$ cat src/tsec_pkg.sv
// Package for the two-stage event controller: sizes, event codes, reset mapping.
// Assumes a single core clock and a synchronous active-low reset.
package tsec_pkg;
   // ----------------------------------------
   // Sizes
   // ----------------------------------------
   localparam int TSEC_NUM_SRC = 16;
   localparam int TSEC_NUM_GP = 9;
   localparam int TSEC_LVL_W = 4;
   localparam int TSEC_SRC_W = 4;
   localparam int TSEC_ADDR_W = 32;
   localparam logic [3:0] TSEC_GP_FIRST = 4'h7;
   localparam logic [3:0] TSEC_GP_LAST = 4'hf;
   // ----------------------------------------
   // Event levels, highest priority first
   // ----------------------------------------
   localparam logic [3:0] TSEC_EV_EMU = 4'h0;
   localparam logic [3:0] TSEC_EV_RST = 4'h1;
   localparam logic [3:0] TSEC_EV_NMI = 4'h2;
   localparam logic [3:0] TSEC_EV_EXC = 4'h3;
   localparam int TSEC_NUM_EV = 16;
   // ----------------------------------------
   // Reset values
   // ----------------------------------------
   localparam logic [15:0] TSEC_ACTIVE_RST = 16'h0000;
   localparam logic [31:0] TSEC_RETADDR_RST = 32'h0000_0000;
   // Default level for source n: 7 + (n mod 7), keeping 15 and 14 for software
   function automatic logic [3:0] tsec_default_level(input int src);
      tsec_default_level = 4'(7 + (src % 7));
   endfunction
endpackage

$ cat src/tsec_event_ctrl.sv
// Two-stage event controller: peripheral routing stage plus core event stage.
// Assumes the core sequencer acknowledges entries and returns; pin, emulation and peripheral sources are async.
// Functional notes
// - Emulation event puts core into debug mode
// - Watchdog or pin raises unmaskable nonmaskable event
// - Exceptions taken synchronously before instruction completes
// - Interrupts accepted asynchronously from pins, peripherals
// - Each event has own return address register
// - State saved on supervisor stack on entry
// - Peripheral requests route onto general-purpose levels
// - Nine general levels 15..7 plus dedicated events
// - Default mapping after reset, software may rewrite
// - Higher priority event serviced first
// - Nesting: higher priority may preempt running handler
`timescale 1ns/1ps
`default_nettype none
module tsec_event_ctrl
   import tsec_pkg::*;
(
   // Clock and reset
   input wire logic mclk,
   input wire logic rst_n,
   // Asynchronous event sources
   input wire logic [TSEC_NUM_SRC-1:0] periph_irq,
   input wire logic nmi_pin,
   input wire logic emu_req,
   // Synchronous sources from the core
   input wire logic watchdog_expire,
   input wire logic exc_req,
   input wire logic [TSEC_NUM_GP-1:0] soft_raise,
   input wire logic [TSEC_NUM_GP-1:0] gp_mask,
   // Source assignment write port
   input wire logic assign_we,
   input wire logic [TSEC_SRC_W-1:0] assign_src,
   input wire logic [TSEC_LVL_W-1:0] assign_level,
   // Sequencer handshake
   input wire logic [TSEC_ADDR_W-1:0] core_pc,
   input wire logic entry_ack,
   input wire logic ret_req,
   input wire logic [TSEC_LVL_W-1:0] ret_level,
   // Outputs to the sequencer
   output logic event_req,
   output logic [TSEC_LVL_W-1:0] event_level,
   output logic emu_mode,
   output logic save_state,
   output logic [TSEC_ADDR_W-1:0] ret_addr,
   output logic [TSEC_NUM_EV-1:0] active
);
   // ----------------------------------------
   // Input synchronisers
   // ----------------------------------------
   logic [TSEC_NUM_SRC+1:0] sync1_reg;
   logic [TSEC_NUM_SRC+1:0] sync2_reg;
   always_ff @(posedge mclk) begin
      if (!rst_n) begin
         sync1_reg <= '0;
         sync2_reg <= '0;
      end else begin
         sync1_reg <= {emu_req, nmi_pin, periph_irq};
         sync2_reg <= sync1_reg;
      end
   end

   // ----------------------------------------
   // Peripheral routing stage
   // ----------------------------------------
   logic [TSEC_LVL_W-1:0] src_level_reg [TSEC_NUM_SRC];
   genvar gi;
   generate
      for (gi = 0; gi < TSEC_NUM_SRC; gi++) begin : g_assign
         always_ff @(posedge mclk) begin
            if (!rst_n) begin
               src_level_reg[gi] <= tsec_default_level(gi);
            end else if (assign_we && assign_src == TSEC_SRC_W'(gi) &&
                         assign_level >= TSEC_GP_FIRST) begin
               src_level_reg[gi] <= assign_level;
            end
         end
      end
   endgenerate

   logic [TSEC_NUM_GP-1:0] routed;
   always_comb begin
      routed = '0;
      for (int s = 0; s < TSEC_NUM_SRC; s++) begin
         if (sync2_reg[s]) begin
            routed[src_level_reg[s] - TSEC_GP_FIRST] = 1'b1;
         end
      end
   end

   // ----------------------------------------
   // Core event stage: pending latches
   // ----------------------------------------
   logic [TSEC_NUM_EV-1:0] pend_reg;
   logic [TSEC_NUM_EV-1:0] raw;
   logic take;
   logic [TSEC_LVL_W-1:0] win;
   always_comb begin
      raw = '0;
      raw[TSEC_EV_EMU] = sync2_reg[TSEC_NUM_SRC+1];
      raw[TSEC_EV_NMI] = sync2_reg[TSEC_NUM_SRC] | watchdog_expire;
      raw[TSEC_EV_EXC] = exc_req;
      raw[TSEC_GP_LAST:TSEC_GP_FIRST] = routed | soft_raise;
   end

   // ----------------------------------------
   // Entry and return decode
   // ----------------------------------------
   function automatic logic [TSEC_NUM_EV-1:0] level_onehot(input logic [TSEC_LVL_W-1:0] lv);
      level_onehot = '0;
      level_onehot[lv] = 1'b1;
   endfunction

   logic [TSEC_NUM_EV-1:0] enter_hit;
   logic [TSEC_NUM_EV-1:0] ret_hit;
   always_comb begin
      enter_hit = '0;
      ret_hit = '0;
      if (take && entry_ack) begin
         enter_hit = level_onehot(win);
      end
      if (ret_req) begin
         ret_hit = level_onehot(ret_level);
      end
   end

   always_ff @(posedge mclk) begin
      if (!rst_n) begin
         pend_reg <= '0;
      end else begin
         for (int e = 0; e < TSEC_NUM_EV; e++) begin
            if (raw[e]) begin
               pend_reg[e] <= 1'b1;
            end else if (enter_hit[e]) begin
               pend_reg[e] <= 1'b0;
            end
         end
      end
   end

   // ----------------------------------------
   // Priority resolution
   // ----------------------------------------
   logic [TSEC_NUM_EV-1:0] elig;
   logic [TSEC_NUM_EV-1:0] active_reg;
   always_comb begin
      elig = pend_reg;
      elig[TSEC_GP_LAST:TSEC_GP_FIRST] = pend_reg[TSEC_GP_LAST:TSEC_GP_FIRST] & ~gp_mask;
      elig[TSEC_EV_RST] = 1'b0;
      take = 1'b0;
      win = '0;
      for (int e = TSEC_NUM_EV - 1; e >= 0; e--) begin
         if (elig[e]) begin
            take = 1'b1;
            win = TSEC_LVL_W'(e);
         end
      end
      // Preempt only if strictly higher than every running handler
      for (int a = 0; a < TSEC_NUM_EV; a++) begin
         if (active_reg[a] && TSEC_LVL_W'(a) <= win) begin
            take = 1'b0;
         end
      end
      if (elig[TSEC_EV_NMI] && win == TSEC_EV_NMI && !active_reg[TSEC_EV_EMU] &&
          !active_reg[TSEC_EV_NMI]) begin
         take = 1'b1;
      end
   end

   assign event_req = take;
   assign event_level = win;

   // ----------------------------------------
   // Active handlers and nesting
   // ----------------------------------------
   always_ff @(posedge mclk) begin
      if (!rst_n) begin
         active_reg <= TSEC_ACTIVE_RST;
      end else begin
         for (int e = 0; e < TSEC_NUM_EV; e++) begin
            if (enter_hit[e]) begin
               active_reg[e] <= 1'b1;
            end else if (ret_hit[e]) begin
               active_reg[e] <= 1'b0;
            end
         end
      end
   end
   assign active = active_reg;
   assign emu_mode = active_reg[TSEC_EV_EMU];

   // ----------------------------------------
   // Return addresses and state save
   // ----------------------------------------
   logic [TSEC_ADDR_W-1:0] ret_reg [TSEC_NUM_EV];
   generate
      for (gi = 0; gi < TSEC_NUM_EV; gi++) begin : g_ret
         always_ff @(posedge mclk) begin
            if (!rst_n) begin
               ret_reg[gi] <= TSEC_RETADDR_RST;
            end else if (enter_hit[gi]) begin
               ret_reg[gi] <= core_pc;
            end
         end
      end
   endgenerate

   always_ff @(posedge mclk) begin
      if (!rst_n) begin
         ret_addr <= TSEC_RETADDR_RST;
         save_state <= 1'b0;
      end else begin
         ret_addr <= ret_reg[ret_level];
         save_state <= take && entry_ack;
      end
   end
endmodule
`default_nettype wire

$ cat config.mk
export PLATFORM = sky130hd
export DESIGN_NAME = tsec_event_ctrl
export DESIGN_NICKNAME = d
export VERILOG_FILES = /design/src/tsec_pkg.sv /design/src/tsec_event_ctrl.sv
export SDC_FILE = /design/constraint.sdc
export NUM_CORES = 1
export LEC_CHECK = 0
export BUFFER_PORTS_ARGS = -buffer_cell sky130_fd_sc_hd__buf_2
export CAP_MARGIN = 40
export CORE_ASPECT_RATIO = 1.4
export CORE_MARGIN = 5
export CORE_UTILIZATION = 45
export CTS_BUF_LIST = sky130_fd_sc_hd__clkbuf_8
export CTS_CLUSTER_SIZE = 14
export DETAILED_ROUTE_END_ITERATION = 10
export HOLD_SLACK_MARGIN = 0.03
export PLACE_DENSITY = 0.74
export SETUP_SLACK_MARGIN = 0.15
export SLEW_MARGIN = 10
export SYNTH_ARGS = -nofsm -noshare
export SYNTH_HDL_FRONTEND = slang
export SYNTH_SLANG_ARGS = --single-unit
$ cat constraint.sdc
create_clock -name mclk -period 5.58 [get_ports mclk]
set_clock_uncertainty 0.05 [all_clocks]
set_input_delay 1.116 -clock mclk [delete_from_list [all_inputs] [get_ports mclk]]
set_output_delay 1.116 -clock mclk [all_outputs]
set_load 0.05 [all_outputs]
# After elaboration in Yosys (flattened, before gate mapping)
# Memories as Yosys holds them, arrays and structs flattened. A register that Yosys moved wholly into a read port is not among the register bits.
# Cells that the tools add are included.
word_totals:
  ff_bits: 65
  word_cells: 551
  mem_bits_rw: 576
  inputBits: 87
  memories: 2
memory_table:
  columns: ["name", "words", "word_bits", "rd", "rd_ports_with_merged_regs", "wr", "line_no", "text"]
  rows:
  - ["ret_reg", 16, 32, 1, 1, 16, "tsec_event_ctrl.sv:196", "logic [TSEC_ADDR_W-1:0] ret_reg [TSEC_NUM_EV];"]
  - ["src_level_reg", 16, 4, 16, 0, 16, "tsec_event_ctrl.sv:67", "logic [TSEC_LVL_W-1:0] src_level_reg [TSEC_NUM_SRC];"]
classes:
  reduce_logical: 102
  magnitude_cmp: 53
  n_bitwise: 51
  eq_ne: 16
  n_addsub: 16
  n_mux: 280
ops:
  columns: ["cell", "count"]
  rows:
  - ["32-bit two-way mux", 16]
  - ["1-bit two-way mux", 200]
  - ["9-bit two-way mux", 16]
  - ["9-bit OR", 16]
  - ["4-bit two-way mux", 28]
  - ["4-bit by 5-bit < comparator with 1-bit output (second input constant)", 18]
  - ["1-bit demux with 4-bit select", 18]
  - ["4-bit by 1-bit greater-or-equal comparator with 1-bit output (second input constant)", 18]
  - ["1-bit logical AND", 70]
  - ["4-bit by 3-bit subtractor with 4-bit output (second input constant)", 16]
  - ["2-bit nonzero test", 28]
  - ["1-bit OR", 33]
  - ["4-bit == test (second input constant)", 8]
  - ["4-bit <= comparator (first input constant)", 8]
  - ["16-bit two-way mux", 2]
  - ["4-bit by 3-bit == test with 1-bit output (second input constant)", 4]
  - ["3-bit by 4-bit <= comparator with 1-bit output (first input constant)", 4]
  - ["4-bit by 2-bit == test with 1-bit output (second input constant)", 3]
  - ["9-bit bitwise AND", 1]
  - ["9-bit inverter", 1]
  - ["1-bit by 4-bit <= comparator with 1-bit output (first input constant)", 2]
  - ["2-bit by 4-bit <= comparator with 1-bit output (first input constant)", 2]
  - ["4-bit by 1-bit == test with 1-bit output (second input constant)", 1]
  - ["4-bit by 3-bit greater-or-equal comparator with 1-bit output (second input constant)", 1]
  - ["2 further kinds", 4]

# Depth between registers and ports, before layout
logic_depth:
  depth_word: 39
  ltp_mapped: 12

# Least setup slack after synthesis
# OpenSTA, ideal clock, no wires.
synth_timing:
  kind: "input -> register"
  from: "input port gp_mask[1]"
  to: "memory ret_reg[12][0], enable pin"
  setup_ns: 0.470
  t_arrival_ns: 5.690
  required_ns: 5.060
  slack_ns: -0.629
  path_stages: 11
  cell_sequence: "nand2b_1 -> and4_1 -> clkbuf_1 -> a21oi_1 -> o211ai_1 -> and4_1 -> nand4b_4 -> or3_1 -> clkbuf_1 -> buf_2 -> o31ai_1"
synth_lines:
  columns: ["element", "line_no", "text"]
  rows:
  - ["start: declaration", "tsec_event_ctrl.sv:31", "input wire logic [TSEC_NUM_GP-1:0] gp_mask,"]
  - ["end: declaration", "tsec_event_ctrl.sv:196", null]

# Final worst setup path
layout_timing:
  from: "input port gp_mask[7]"
  to: "output port event_req"
layout_via:
  elab_chain_len: 32
  word_cells_on_any_way: 77
  classes_between: "order compare: 16; eq/ne: 1; mux: 39; bitwise: 2; reduce/logical: 19"
layout_rtl:
  columns: ["element", "line_no", "text"]
  rows:
  - ["9-bit inverter (*)", "tsec_event_ctrl.sv:149", "elig[TSEC_GP_LAST:TSEC_GP_FIRST] = pend_reg[TSEC_GP_LAST:TSEC_GP_FIRST] & ~gp_mask;"]
  - ["9-bit bitwise AND (*)", "tsec_event_ctrl.sv:149", null]
  - ["4-bit two-way mux (11 in a row)", "tsec_event_ctrl.sv:154", "if (elig[e]) begin"]
  - ["1-bit by 4-bit <= comparator with 1-bit output", "tsec_event_ctrl.sv:161", "if (active_reg[a] && TSEC_LVL_W'(a) <= win) begin"]
  - ["1-bit logical AND", "tsec_event_ctrl.sv:161", null]
  - ["1-bit two-way mux (16 in a row)", "tsec_event_ctrl.sv:161", null]
  - ["1-bit two-way mux (*)", "tsec_event_ctrl.sv:165", "if (elig[TSEC_EV_NMI] && win == TSEC_EV_NMI && !active_reg[TSEC_EV_EMU] &&"]
  - ["end: declaration", "tsec_event_ctrl.sv:42", "output logic event_req,"]
# Mark *: on every way between the ends. The rest lies on a longest branch, timed or not.

==> impl.org <==
** Run status
- The flow ran to the end, and the final reports show no timing, DRC or antenna violations.

** STA
- Post-Route Setup TNS :: 0 ps
- Hold Fails Final Rpt :: 0
- The max-slew violation count came to 0.
- Slew margin rel. :: 0.354
- At the pin with the least slew margin, the transition time is 968 ps.
- RSZ-0062 raised after global routing :: no
- Based on the critical path, the design can be clocked at up to 210 MHz.
- Across all setup checks in the final design, the least slack found is 819 ps.
- Clock period minus final worst setup slack :: 4760 ps
- Setup violations remaining at the end of the flow were counted as 0.
- Of the available clock period, the critical path in the final layout requires 0.853.

** Route
- DRT Wirelength :: 87.6 mm
- The detailed router placed 19128 vias in this run.
- The first detailed-routing pass took 6 iterations.
- After detailed routing, the number of remaining DRC violations is 0.
- Final ANT Viol Nets :: 0
- Average via count per standard cell :: 5.98
- Drt initial violations :: 2187
- WL per Instance :: 27.4 µm

** Hold path
- The min-delay analysis places its worst path in the category flip-flop to flip-flop.
- Counting instances, the worst hold path has a depth of 1.
- Hold wc startpoint :: sync1_reg[8]$_SDFF_PN0_
- The path with the worst hold slack has its endpoint at sync2_reg[8]$_SDFF_PN0_.

** Setup path
- R2r startpoint :: pend_reg[14]$_SDFFE_PN0P_
- Setup crit start kind :: input pin
- The setup check on the worst reg-to-reg path leaves a slack of 1390 ps.
- Crit end category :: output pin
- Data on the critical path arrives at its endpoint at 3590 ps.
- Required time of the critical path :: 4410 ps
- Kind of critical path :: input pin to output pin
- For the worst flop-to-flop path, the logic depth is 9.
- The worst register-to-register path ends at ret_reg[12][10]$_SDFFCE_PN0P_.
- Along the worst path, the maximum fanout reaches 14.

** Finish
- Area added between synthesis and finish :: 14.6%
- After filler insertion, the fill cell instance count of the layout stands at 5313.
- Number of nets at the end of the flow :: 2347
- Number of flip-flops under the largest register name :: 512
- Fraction of final layout cells sized beyond drive strength 1 :: 0.271

** Clock tree
- The later pin in the worst-skew pair is clocked with a latency of 740 ps.
- TritonCTS clock tree :: built
- After clock tree synthesis, the setup repair step added 0 buffers.
- Clock input transition at the sequential cells of the worst setup and hold paths :: 60 ps
- Root Buffer Master :: clkbuf_8
- The clock drives 673 sinks.
- Deepest clock path buffer count :: 3
- Maximum level of the CTS H-tree :: 3
- Number of hold-repair buffers added at the cts stage :: 0
- The number of clock buffers added by TritonCTS is 101.
- The number of gates resized after CTS was 0.

** GRT
- The number of global-route vias before repair came to 19611.
- Antenna violations before repair :: 13
- Entering global routing, the biggest net connects 69 pins.
- For this run the aggregate overflow at the end of global routing stands at 0.
- For this run, the total global-route usage over all layers was measured as 0.244.
- Wire length of the first global-routing pass :: 128 mm

** Synthesis
- By instance count, the leading cell after synthesis is edfxtp_1.
- Avg Synthesized Cell Area :: 15.0 µm²
- Sequential-to-total area share from yosys stat :: 0.649
- Ranked by instance count, the synthesized netlist is headed by edfxtp_1, nor3_1, and2_1.
- Yosys mapped the design onto 59 distinct sky130hd cell types.
- In the post-synthesis netlist, the biggest area contributors are edfxtp_1, mux4_2, dfxtp_1.
- Library cell with the largest summed area after synthesis :: edfxtp_1
- Cell count after synthesis :: 1976
- Area share of the largest cell type after synthesis :: 0.584
- Counting flops and latches in the post-synthesis netlist gives 673.
- The cell area that synthesis handed to floorplanning was 29600 µm².
- Counting flops with an async set or reset pin after synthesis yields a share of 0.
- The synthesized design contains 576 enable-type register cells.
- Synth Flop Type :: edfxtp_1
- Warnings from Yosys :: 0

** Floorplan
- Die ar. :: 71200 µm²
- The region available for standard cell placement spans 65400 µm².
- Io pins :: 142
- Site Rows :: 111
- Starting Density :: 0.453
- Die W :: 227 µm
- The die is 314 µm tall.

** Pwr
- For this design the ratio of total power to cell area is 331 nW/µm².
- The worst-case IR drop observed on VDD is 0.000249 V.
- Pwr Total :: 11200 µW
- For this design the static power due to leakage is 0.0119 µW.

** Placement
- At the placement stage, the worst setup path has a slack of 587 ps.
- Port buffering added 141 buffers.
- Routability-driven placement finished with a final weighted congestion of 0.950.
- Post-DP HPWL :: 55.8 mm

** Job
- The tool flagged a number of max-cap violations equal to 0.
-- metrics by stage --
step            util  hold WS, ps  cell area [µm²]  std cells
2_1_floorplan      -          362            30100       2103
3_3_place_gp   0.487          365            31800       2999
3_5_place_dp   0.488          367            31900       3003
4_1_cts        0.519          389            33900       3191
5_1_grt        0.519          401            34000       3195
6_report       0.519          384            34000       3196
-- power by group --
part	total, µW	leakage (µW)	internal [µW]	switching [µW]
registers	5910	0.00666	5780	129
clock network	4050	0.00118	2100	1960
logic	1280	0.00410	401	879
total	11200	0.0119	8280	2960
-- layer usage --
| metal | vias up | wire (µm) | global-route usage |
|---|---|---|---|
| met5 | - | 72 | 0 |
| met4 | 10 | 4860 | 0.126 |
| met3 | 248 | 7930 | 0.0524 |
| met2 | 1113 | 45300 | 0.420 |
| met1 | 9598 | 29400 | 0.288 |
| li1 | 8159 | - | - |
-- kinds of logic after synthesis --
| group | synth area share |
|---|---|
| AOI/OAI and AO/OA | 0.0331 |
| other | 0.000127 |
| muxes | 0.122 |
| buffers and inverters | 0.0273 |
| and+or+nand+nor | 0.169 |
| DFF | 0.649 |
-- critical path, stage by stage --
cell and delay (ps):
buf_2 120, nor2b_1 90, nor4b_4 540, a31oi_2 340, a221oi_2 310, o221ai_1 140
nand4b_4 370, nand2_1 240, buf_2 310
-- area by class of cell --
| type | instances | area, µm² | share of cell area |
|---|---|---|---|
| inverter | 50 | 189 | 0.00556 |
| antenna | 4 | 10.0 | 0.000295 |
| clock buffer | 116 | 1600 | 0.0470 |
| tap | 847 | 1060 | 0.0312 |
| sequential | 673 | 19200 | 0.566 |
| clock inverter | 72 | 440 | 0.0130 |
| timing repair buffer | 192 | 1190 | 0.0351 |
| multi-input combinational | 1242 | 10300 | 0.302 |
-- worst max-delay path by stage --
stage                     from                       endpoint  slack, ps  cells after the start
detailed placement  gp_mask[7]  ret_reg[12][18]$_SDFFCE_PN0P_        590                     10
finish              gp_mask[7]                      event_req        820                      9
global route        gp_mask[6]                      event_req        670                      9
global placement    gp_mask[7]  ret_reg[12][18]$_SDFFCE_PN0P_        660                     10
CTS                 gp_mask[7]                      event_req        870                      9
floorplan           gp_mask[1]   ret_reg[10][0]$_SDFFCE_PN0P_       -540                     11
-- cells in the final DEF, fill, tap and decap left out, types with 45 or more instances in the layout --
master / Yosys / routed
edfxtp_1: 576 / 576
nor3_1: 215 / 215
and2_1: 203 / 203
mux4_2: 160 / 160
buf_2: 13 / 138
conb_1: 1 / 128
clkbuf_8: 0 / 117
nor3_2: 100 / 100
dfxtp_1: 97 / 97
inv_1: 48 / 83
nand2_1: 58 / 56
buf_4: 3 / 47
nand2b_1: 46 / 45
(Power assumes the default switching activity.)
